`src/lrsb_pkg.sv`:
```
// Purpose: Shared constants and carrier types for the load register scoreboard
// Assumes: One processor clock, 32 visible registers, three load slots
// Notes:   Used through scoped names only
package lrsb_pkg;
  localparam int REG_COUNT   = 32;   // Sixteen global plus sixteen local
  localparam int REG_IDX_W   = 5;
  localparam int SLOT_COUNT  = 3;    // Outstanding loads at once
  localparam int SRC_COUNT   = 3;    // Operand references per instruction
  localparam logic [REG_COUNT-1:0] BUSY_RESET = 32'h0000_0000;

  // Issue request from the decoder
  typedef struct packed {
    logic                 valid;
    logic                 isLoad;     // A memory_load_instruction
    logic [REG_IDX_W-1:0] dest;
    logic [SRC_COUNT-1:0] srcUsed;
    logic [REG_IDX_W-1:0] src2;
    logic [REG_IDX_W-1:0] src1;
    logic [REG_IDX_W-1:0] src0;
  } lrsb_issue_t;

  // Load data write-back from the load unit
  typedef struct packed {
    logic                 valid;
    logic [REG_IDX_W-1:0] dest;
  } lrsb_wb_t;

  // Slot state
  typedef enum logic { LRSB_SLOT_FREE, LRSB_SLOT_PENDING } lrsb_slot_t;
endpackage : lrsb_pkg

```
`src/lrsb_slot.sv`:
```
// Purpose: One load tracking slot holding a pending destination register
// Assumes: At most one allocate and one write-back per cycle
// Notes:   Frees itself when write-back names its register
`timescale 1ns/1ps
module lrsb_slot (
  input  wire logic                         clk,
  input  wire logic                         nrst,
  input  wire logic                         alloc,
  input  wire logic [lrsb_pkg::REG_IDX_W-1:0] allocDest,
  input  wire lrsb_pkg::lrsb_wb_t           wb,
  output lrsb_pkg::lrsb_slot_t              state,
  output logic [lrsb_pkg::REG_IDX_W-1:0]    dest
);
  lrsb_pkg::lrsb_slot_t                 state_q;
  logic [lrsb_pkg::REG_IDX_W-1:0]       dest_q;

  // Slot state machine
  always_ff @(posedge clk or negedge nrst) begin
    if (!nrst) begin
      state_q <= lrsb_pkg::LRSB_SLOT_FREE;
    end else begin
      case (state_q)
        lrsb_pkg::LRSB_SLOT_FREE: begin
          if (alloc) begin
            state_q <= lrsb_pkg::LRSB_SLOT_PENDING;
          end
        end
        lrsb_pkg::LRSB_SLOT_PENDING: begin
          if (wb.valid && wb.dest == dest_q) begin
            state_q <= lrsb_pkg::LRSB_SLOT_FREE;
          end
        end
        default: state_q <= lrsb_pkg::LRSB_SLOT_FREE;
      endcase
    end
  end

  // Destination capture
  always_ff @(posedge clk or negedge nrst) begin
    if (!nrst) begin
      dest_q <= '0;
    end else if (alloc) begin
      dest_q <= allocDest;
    end
  end

  assign state = state_q;
  assign dest  = dest_q;
endmodule : lrsb_slot

```
`src/lrsb_top.sv`:
```
// Purpose: Busy scoreboard for registers targeted by outstanding memory loads
// Assumes: Decoder holds a request until issueGo; load unit reports each write-back once
// Notes:   Verdicts are registered, so a request is answered the cycle after it appears
`timescale 1ns/1ps

////////////////////////////////////////////////////////////////////////////////
// Functional notes
// - A starting load sets the busy flag of its destination register.
// - Load data write-back clears that register's busy flag.
// - Instructions reading a busy register, and loads writing one, are held until clear.
// - Instructions touching no busy register issue while loads are pending.
// - Up to three loads may be outstanding, each with its flag set.
// - Tracking covers all 32 visible registers, global and local.
module lrsb_top #(
  parameter int SLOTS = lrsb_pkg::SLOT_COUNT
) (
  input  wire logic                             clk,
  input  wire logic                             nrst,
  input  wire lrsb_pkg::lrsb_issue_t            issue,
  input  wire lrsb_pkg::lrsb_wb_t               wb,
  output logic                                  issueGo,
  output logic                                  issueHold,
  output logic [lrsb_pkg::REG_COUNT-1:0]        busyVec,
  output logic [$clog2(SLOTS+1)-1:0]            pendingCount
);
  localparam int CW = $clog2(SLOTS+1);

  ////////////////////////////////////////////////////////////////////////////
  // Slots
  logic [SLOTS-1:0]                       slotAlloc;
  logic [SLOTS-1:0]                       slotFree;
  lrsb_pkg::lrsb_slot_t                   slotState [SLOTS];
  logic [lrsb_pkg::REG_IDX_W-1:0]         slotDest  [SLOTS];
  logic [lrsb_pkg::REG_COUNT-1:0]         busy;
  logic [lrsb_pkg::REG_COUNT-1:0]         touch;
  logic [SLOTS-1:0]                       firstFree;
  logic                                   anyFree;
  logic                                   conflict;
  logic                                   go;
  logic                                   issueGo_q;
  logic                                   issueHold_q;
  logic [lrsb_pkg::REG_COUNT-1:0]         busyVec_q;
  logic [CW-1:0]                          pendingCount_q;
  logic [CW-1:0]                          count_d;

  genvar g;
  generate
    for (g = 0; g < SLOTS; g++) begin : gSlot
      lrsb_slot uSlot (
        .clk       (clk),
        .nrst      (nrst),
        .alloc     (slotAlloc[g]),
        .allocDest (issue.dest),
        .wb        (wb),
        .state     (slotState[g]),
        .dest      (slotDest[g])
      );
      assign slotFree[g] = (slotState[g] == lrsb_pkg::LRSB_SLOT_FREE);
    end
  endgenerate

  always_comb begin
    busy = lrsb_pkg::BUSY_RESET;
    for (int i = 0; i < SLOTS; i++) begin
      if (slotState[i] == lrsb_pkg::LRSB_SLOT_PENDING) begin
        busy[slotDest[i]] = 1'b1;
      end
    end
  end

  // Registers the request reads, plus the destination of a load
  always_comb begin
    touch = '0;
    if (issue.srcUsed[0]) touch[issue.src0] = 1'b1;
    if (issue.srcUsed[1]) touch[issue.src1] = 1'b1;
    if (issue.srcUsed[2]) touch[issue.src2] = 1'b1;
    if (issue.isLoad) touch[issue.dest] = 1'b1;
  end

  // Lowest free slot
  always_comb begin
    firstFree = '0;
    anyFree   = 1'b0;
    for (int i = 0; i < SLOTS; i++) begin
      if (slotFree[i] && !anyFree) begin
        firstFree[i] = 1'b1;
        anyFree      = 1'b1;
      end
    end
  end

  assign conflict = |(touch & busy);
  assign go = issue.valid && !conflict && !issueGo_q && (!issue.isLoad || anyFree);

  ////////////////////////////////////////////////////////////////////////////
  // allocate on load start
  assign slotAlloc = (go && issue.isLoad) ? firstFree : '0;

  // Issue verdict; one cycle gap after a grant lets the decoder advance
  always_ff @(posedge clk or negedge nrst) begin
    if (!nrst) begin
      issueGo_q   <= 1'b0;
      issueHold_q <= 1'b0;
    end else begin
      issueGo_q   <= go;
      issueHold_q <= issue.valid && !go && !issueGo_q;
    end
  end

  always_ff @(posedge clk or negedge nrst) begin
    if (!nrst) begin
      busyVec_q <= lrsb_pkg::BUSY_RESET;
    end else begin
      busyVec_q <= busy;
    end
  end

  // Pending load count
  always_comb begin
    count_d = '0;
    for (int i = 0; i < SLOTS; i++) begin
      if (!slotFree[i]) count_d = count_d + CW'(1);
    end
  end

  always_ff @(posedge clk or negedge nrst) begin
    if (!nrst) begin
      pendingCount_q <= '0;
    end else begin
      pendingCount_q <= count_d;
    end
  end

  assign issueGo      = issueGo_q;
  assign issueHold    = issueHold_q;
  assign busyVec      = busyVec_q;
  assign pendingCount = pendingCount_q;
endmodule : lrsb_top

```
`config.mk`:
```
export PLATFORM = sky130hd
export DESIGN_NAME = lrsb_top
export DESIGN_NICKNAME = d
export VERILOG_FILES = /design/src/lrsb_pkg.sv /design/src/lrsb_slot.sv /design/src/lrsb_top.sv
export SDC_FILE = /design/constraint.sdc
export NUM_CORES = 1
export LEC_CHECK = 0
export BUFFER_PORTS_ARGS = -buffer_cell sky130_fd_sc_hd__buf_4
export CORE_MARGIN = 2
export CORE_UTILIZATION = 57
export CTS_CLUSTER_DIAMETER = 30
export CTS_CLUSTER_SIZE = 28
export DETAILED_ROUTE_END_ITERATION = 8
export PLACE_DENSITY = 0.83
export SLEW_MARGIN = 20
export SYNTH_ARGS = -nofsm -noshare
export SYNTH_HDL_FRONTEND = slang
export SYNTH_HIERARCHICAL = 1
export SYNTH_SLANG_ARGS = --single-unit
```
`constraint.sdc`:
```
create_clock -name clk -period 2.9 [get_ports clk]
set_clock_uncertainty 0.05 [all_clocks]
set_input_delay 0.435 -clock clk [delete_from_list [all_inputs] [get_ports clk]]
set_output_delay 0.435 -clock clk [all_outputs]
set_load 0.05 [all_outputs]
```
Yosys cells after proc, flatten, opt, wreduce, memory -nomap -nowiden
Cells that the tools add are included.
{"block": "classes", "n_bitwise": 9, "reduce_logical": 25, "magnitude_cmp": 14, "n_eq_ne": 3, "n_addsub": 2, "muxes": 39}
{"op": "32-bit 2-to-1 mux", "n": 7}
{"op": "32-bit bitwise OR", "n": 5}
{"op": "5-bit by 6-bit less-than comparator with 1-bit output (second input constant)", "n": 7}
{"op": "1-bit demux with 5-bit select", "n": 7}
{"op": "5-bit by 1-bit greater-or-equal comparator with 1-bit output (second input constant)", "n": 7}
{"op": "32-bit bitwise AND", "n": 1}
{"op": "32-bit OR reduction", "n": 1}
{"op": "1-bit 2-to-1 mux", "n": 19}
{"op": "1-bit logical AND", "n": 18}
{"op": "5-bit == test", "n": 3}
{"op": "1-bit case mux with 2 select lines", "n": 3}
{"op": "1-bit zero test", "n": 5}
{"op": "2-bit by 1-bit adder with 2-bit output (second input constant)", "n": 2}
{"op": "2-bit 2-to-1 mux", "n": 2}
{"op": "3-bit 2-to-1 mux", "n": 1}
{"op": "1-bit NOT", "n": 3}
{"op": "1-bit logical OR", "n": 1}
{"block": "totals", "wordCells": 102, "output_inout_bits": 36, "regBits": 54, "in_bits": 33}

Longest topological paths before layout
{"block": "depth", "word_depth": 21, "ltp_mapped": 10, "depth_no_buf": 8}

Modules after synthesis
Netlist, hierarchy kept.
{"mod": "lrsb_top", "area_each_um2": 3100.5, "instances": 1, "seq_area_each_um2": 900.9, "cells_each": 372}
{"mod": "lrsb_slot", "area_each_um2": 274.0, "instances": 3, "seq_area_each_um2": 150.1, "cells_each": 20}

Worst setup path before layout
No wires, ideal clock.
{"block": "synth_path", "kind": "reg2reg", "from": "register gSlot[0].uSlot.state_q", "to": "register gSlot[0].uSlot.dest_q, in the netlist gSlot[0].uSlot/dest[0]", "setup_ns": 0.125, "arrival_ns": 2.449, "path_buffers": 2, "slack_ns": 0.276, "period_less_slack_ns": 2.624, "path_stages_with_launch": 10, "required_time_ns": 2.725, "cell_sequence": "dfrtp_1 or3b_2 buf_2 o22ai_1 o22ai_1 nand4_1 or4_4 nor4_1 buf_2 mux2_2"}
{"block": "synth_between", "elab_chain_cells": 13, "elab_cells_between_ends": 20, "cone_classes": "mux (7); bitwise (3); reduce/logical (10)"}
{"item": "from (decl)", "line": "lrsb_slot.sv:14", "text": "lrsb_pkg::lrsb_slot_t state_q;"}
{"item": "from (signal assigned)", "line": "lrsb_slot.sv:20", "text": "state_q <= lrsb_pkg::LRSB_SLOT_FREE;"}
{"item": "from (signal assigned)", "line": "lrsb_slot.sv:25", "text": "state_q <= lrsb_pkg::LRSB_SLOT_PENDING;"}
{"item": "from (signal assigned)", "line": "lrsb_slot.sv:30", "text": "state_q <= lrsb_pkg::LRSB_SLOT_FREE;"}
{"item": "32-bit 2-to-1 mux", "line": "lrsb_top.sv:65", "text": "if (slotState[i] == lrsb_pkg::LRSB_SLOT_PENDING) begin"}
{"item": "32-bit bitwise OR (no source line)"}
{"item": "32-bit 2-to-1 mux", "line": "lrsb_top.sv:65"}
{"item": "32-bit bitwise OR (no source line)"}
{"item": "32-bit 2-to-1 mux", "line": "lrsb_top.sv:65"}
{"item": "32-bit bitwise AND", "line": "lrsb_top.sv:92", "text": "assign conflict = |(touch & busy);"}
{"item": "32-bit OR reduction", "line": "lrsb_top.sv:92"}
{"item": "1-bit zero test", "line": "lrsb_top.sv:93", "text": "assign go = issue.valid && !conflict && !issueGo_q && (!issue.isLoad || anyFree);"}
{"item": "1-bit logical AND (3 in a row)", "line": "lrsb_top.sv:93"}
{"item": "1-bit logical AND", "line": "lrsb_top.sv:97", "text": "assign slotAlloc = (go && issue.isLoad) ? firstFree : '0;"}
{"item": "3-bit 2-to-1 mux *", "line": "lrsb_top.sv:97"}
{"item": "via slotAlloc[0]", "line": "lrsb_top.sv:30", "text": "logic [SLOTS-1:0] slotAlloc;"}
{"item": "to (signal assigned)", "line": "lrsb_slot.sv:43", "text": "dest_q <= allocDest;"}
{"item": "to (decl)", "line": "lrsb_slot.sv:15", "text": "logic [lrsb_pkg::REG_IDX_W-1:0] dest_q;"}
Mark *: on every way through the listed nets, which the timed path passes. The rest lies on a longest branch.
A chain may end at the register's enable or synchronous reset.

Worst setup path after layout
{"block": "layout_path", "from": "register gSlot[2].uSlot.dest_q, in the netlist gSlot[2].uSlot/dest[0]", "to": "register gSlot[1].uSlot.dest_q, in the netlist gSlot[1].uSlot/dest[2]"}
{"block": "layout_between", "elab_chain_cells": 14, "elab_cells_between_ends": 15, "cone_classes": "order compare (2); mux (4); bitwise (2); reduce/logical (7)"}
{"item": "from (decl)", "line": "lrsb_slot.sv:15"}
{"item": "from (signal assigned)", "line": "lrsb_slot.sv:43"}
{"item": "5-bit by 6-bit less-than comparator with 1-bit output (not written as such) or 5-bit by 1-bit greater-or-equal comparator with 1-bit output (tied branches)", "line": "lrsb_top.sv:66", "text": "busy[slotDest[i]] = 1'b1;"}
{"item": "1-bit logical AND (not written as such)", "line": "lrsb_top.sv:66"}
{"item": "1-bit 2-to-1 mux (not written as such)", "line": "lrsb_top.sv:66"}
{"item": "1-bit demux with 5-bit select *", "line": "lrsb_top.sv:66"}
{"item": "32-bit bitwise OR (no source line) *"}
{"item": "32-bit 2-to-1 mux *", "line": "lrsb_top.sv:65"}
{"item": "via busy, one bit", "line": "lrsb_top.sv:34", "text": "logic [lrsb_pkg::REG_COUNT-1:0] busy;"}
{"item": "32-bit bitwise AND *", "line": "lrsb_top.sv:92"}
{"item": "32-bit OR reduction *", "line": "lrsb_top.sv:92"}
{"item": "1-bit zero test *", "line": "lrsb_top.sv:93"}
{"item": "1-bit logical AND * (3 in a row)", "line": "lrsb_top.sv:93"}
{"item": "1-bit logical AND *", "line": "lrsb_top.sv:97"}
{"item": "3-bit 2-to-1 mux *", "line": "lrsb_top.sv:97"}
{"item": "via slotAlloc[1]", "line": "lrsb_top.sv:30"}
{"item": "to (signal assigned)", "line": "lrsb_slot.sv:43"}
{"item": "to (decl)", "line": "lrsb_slot.sv:15"}
Marks and branches as above.

==> results.yml <==
finish:
  antenna_cells: 0
  areaGrowthSynthToFinish_pct: 29.92
  nets: 572
  fin_cells: 616
  fin_area_sq_um: 5096
  fin_util: 0.7585
  nFillCells: 471
  drive_gt1_frac: 0.4049
worst_setup_path:
  critPathRequiredTime_ps: 3050
  slowest_delay_ps: 470
  crit_start: "gSlot[2].uSlot/dest[0]$_DFFE_PN0P_"
  cp_max_fo: 6
  start_kind: "flip-flop"
  endpoint_kind: "flip-flop"
  worstSetupPathType: "flip-flop to flip-flop"
  worstPathArrival_ps: 3170
  ff2ff_setup_slack_ps: -120
  reg2regPathDepth: 9
  critPathCapture: "gSlot[1].uSlot/dest[2]$_DFFE_PN0P_"
  crit_slowest_cell: "dfrtp_2"
  r2r_end: "gSlot[1].uSlot/dest[2]$_DFFE_PN0P_"
  path_cells: "buf_4 > and3b_2 > a22oi_1 > o21ai_0 > o21ai_0 > nand3_1 > nor4_4 > buf_4 > mux2_2"
  r2r_start: "gSlot[2].uSlot/dest[0]$_DFFE_PN0P_"
yosys:
  syn_area_sq_um: 3923
  yosysWarnings: 6
  syn_nets: 469
  syn_area_per_cell_sq_um: 9.080
  syn_inst: 432
  synthArstFlopShare: 1.000
  ys.flop_type: "dfrtp_1"
  netlist.area_leader.share: 0.3445
  ys_seq_elements: 54
  synth_edf_count: 0
  ys_types: 46
  yosys.area.top_type: "dfrtp_1"
  seq_area_frac_synth: 0.3445
  synth_area_leaders: "dfrtp_1, o22ai_1, or2_2, mux2_2, nand3b_1"
global_route:
  first_global_vias: 4154
  antenna_found_initial: 0
  grt_pass1_wl_um: 22110
  grtUsageTotal: 0.3892
  grt-ovfl-total: 0
  grt_max_degree: 55
floorplan:
  coreArea_sq_um: 6719
  die_height_um: 86.96
  ioPinCount: 69
  start_util: 0.5838
  die_x_um: 86.96
  die-area_sq_um: 7561
  rows: 30
pwr:
  leakagePower_nw: 2.242
  net-switching-power_mw: 2.337
  power.density_nw_per_um2: 950.4
  switching_share: 0.4825
  p_total_mw: 4.843
  vdd_drop_max_uv: 663.7
  p_int_mw: 2.507
  power_frac_clock: 0.106
  p_comb_frac: 0.600
  seqPwrFrac: 0.294
placement:
  place_ws_ps: -80.45
  dp.cells: 596
  gp_congestion: 1.082
  placed_area_sq_um: 4733
  portBuffers: 68
  dp_hpwl_um: 11370
sta:
  fmax_ghz: 0.3313
  min_period_ps: 3018
  hold-worst-slack_ps: 90.55
  fin_crit_sh: 1.041
  finalHoldViolations: 0
  setup_viol: 17
  fin_setup_tns_ps: -1415
  max_slew_margin: 0.5253
  slew_viol_final: 0
  rsz0062_at_grt: "true"
  worst_pin_slew_ps: 704.5
  finalWorstSetupSlack_ps: -118.4
clocking:
  ctsHoldBuffers: 0
  clk_latency_ps: 320
  clk_path_buf_depth: 2
  cts_tree: "yes"
  clkTransAtPathRegs_ps: 100
  cts.htree.levels: 2
  clock-sinks: 54
  clock_tree.root_cell: "clkbuf_8"
  numCtsBuffers: 5
routing:
  drcViolationCount: 0
  wl_um: 15840
  vias: 4575
  wl_per_cell_um: 25.71
  dr.first_iter.drc_count: 828
  drtPass1Iterations: 9
  ant_nets: 0
  routed_via_density: 7.427
run:
  maxCapViolations: 0
run_status:
  violations: "setup timing"
  status: "complete, but fails checks"
min_path:
  worst_hold_path_type: "input pin to asynchronous set/reset pin"
-- per-layer routing --
layer  GRT usage  wire [um]
met1      0.4722       5322
met2      0.6655       7304
met3     0.06919       1888
met4      0.1847       1323
met5           0          0
-- timing repair --
item	4_1_cts	5_1_grt
pin swaps	1	11
resized for setup	8	36
setup endpoints to repair	15	18
setup buffers	2	10
-- cell usage after synthesis (all sizes together) (4+ instances only) --
cell type / n
o22ai: 105
dfrtp: 54
nor2: 32
or2: 29
nand3b: 16
mux2: 15
clkbuf: 14
nand2: 13
xor2: 13
nand4b: 12
nand4: 10
or4bb: 10
or3b: 9
buf: 8
nand2b: 8
nand3: 8
inv: 7
nor3b: 6
nor4: 6
o2bb2ai: 5
and3: 4
and3b: 4
ha: 4
o21ai: 4
or3: 4
or4b: 4
-- placed cells by master (no fill, tap or decap), drive strengths merged, types with 3 or more instances in the layout --
| cell | count |
|---|---|
| nor4 | 6 |
| nand2 | 13 |
| xnor2 | 3 |
| or3b | 9 |
| a22o | 3 |
| nand3 | 8 |
| a41oi | 3 |
| nand2b | 8 |
| and3b | 4 |
| o22a | 3 |
| o21ai | 4 |
| clkbuf | 6 |
| ha | 4 |
| mux2 | 15 |
| dfrtp | 54 |
| or2 | 29 |
| nor3b | 6 |
| nand4 | 10 |
| xor2 | 13 |
| and3 | 4 |
| o2bb2ai | 5 |
| o22ai | 105 |
| nor2 | 32 |
| or4bb | 10 |
| or4b | 4 |
| nand3b | 16 |
| or3 | 4 |
| inv | 7 |
| a22oi | 3 |
| nand4b | 12 |
| buf | 118 |
-- power groups by stage --
stage,clock network (mW),logic (mW),registers (mW)
2_1_floorplan,0,1.07,1.77
3_3_place_gp,0,2.49,1.32
3_5_place_dp,0,2.53,1.36
4_1_cts,0.514,2.57,1.35
5_1_grt,0.533,3.01,1.44
6_report,0.513,2.91,1.42
-- critical path: cells and delay by family (launching register included) --
kind	cells	cell delay, ps
mux	1	350
compound gates	3	680
flops	1	470
simple gates	3	990
buf+inv	2	370
-- cell type report --
cell class	count	area, sq um	share of cell area
clock buffers	6	72.57	0.01424
repair buffers	118	934.6	0.1834
multi-input cells	349	2551	0.5006
inverters	7	26.28	0.005156
flip-flops and latches	54	1374	0.2696
clock inverters	2	37.54	0.007366
well taps	80	100.1	0.01964
-- sequential cells by signal, indices dropped and copies added, names as in the netlist --
signal / flops
issueGo: 1
issueHold: 1
pendingCount: 2
busyVec: 32
gSlot.uSlot/dest: 15
gSlot.uSlot/state: 3
-- how the worst min path moves through the flow --
stage                     start                    end  slack (ps)  cells past startpoint
final                      nrst  busyVec[23]$_DFF_PN0_          90                      1
after global routing       nrst  busyVec[21]$_DFF_PN0_         140                      1
after CTS                  nrst  busyVec[23]$_DFF_PN0_         120                      1
after detailed placement   nrst   busyVec[0]$_DFF_PN0_         470                      1
after global placement     nrst  busyVec[18]$_DFF_PN0_         440                      1
after floorplan            nrst   busyVec[0]$_DFF_PN0_          90                      0
-- cells by family after synthesis --
group / Yosys count / synth area share
and+or+nand+nor: 181 / 0.3027
adders and majority gates: 4 / 0.01276
AOI/OAI and AO/OA: 132 / 0.2239
DFF: 54 / 0.3445
xor gates and xnor gates: 16 / 0.03573
muxes: 16 / 0.04561
buffers and inverters: 29 / 0.03477
Power figures use the tool's default switching activity.
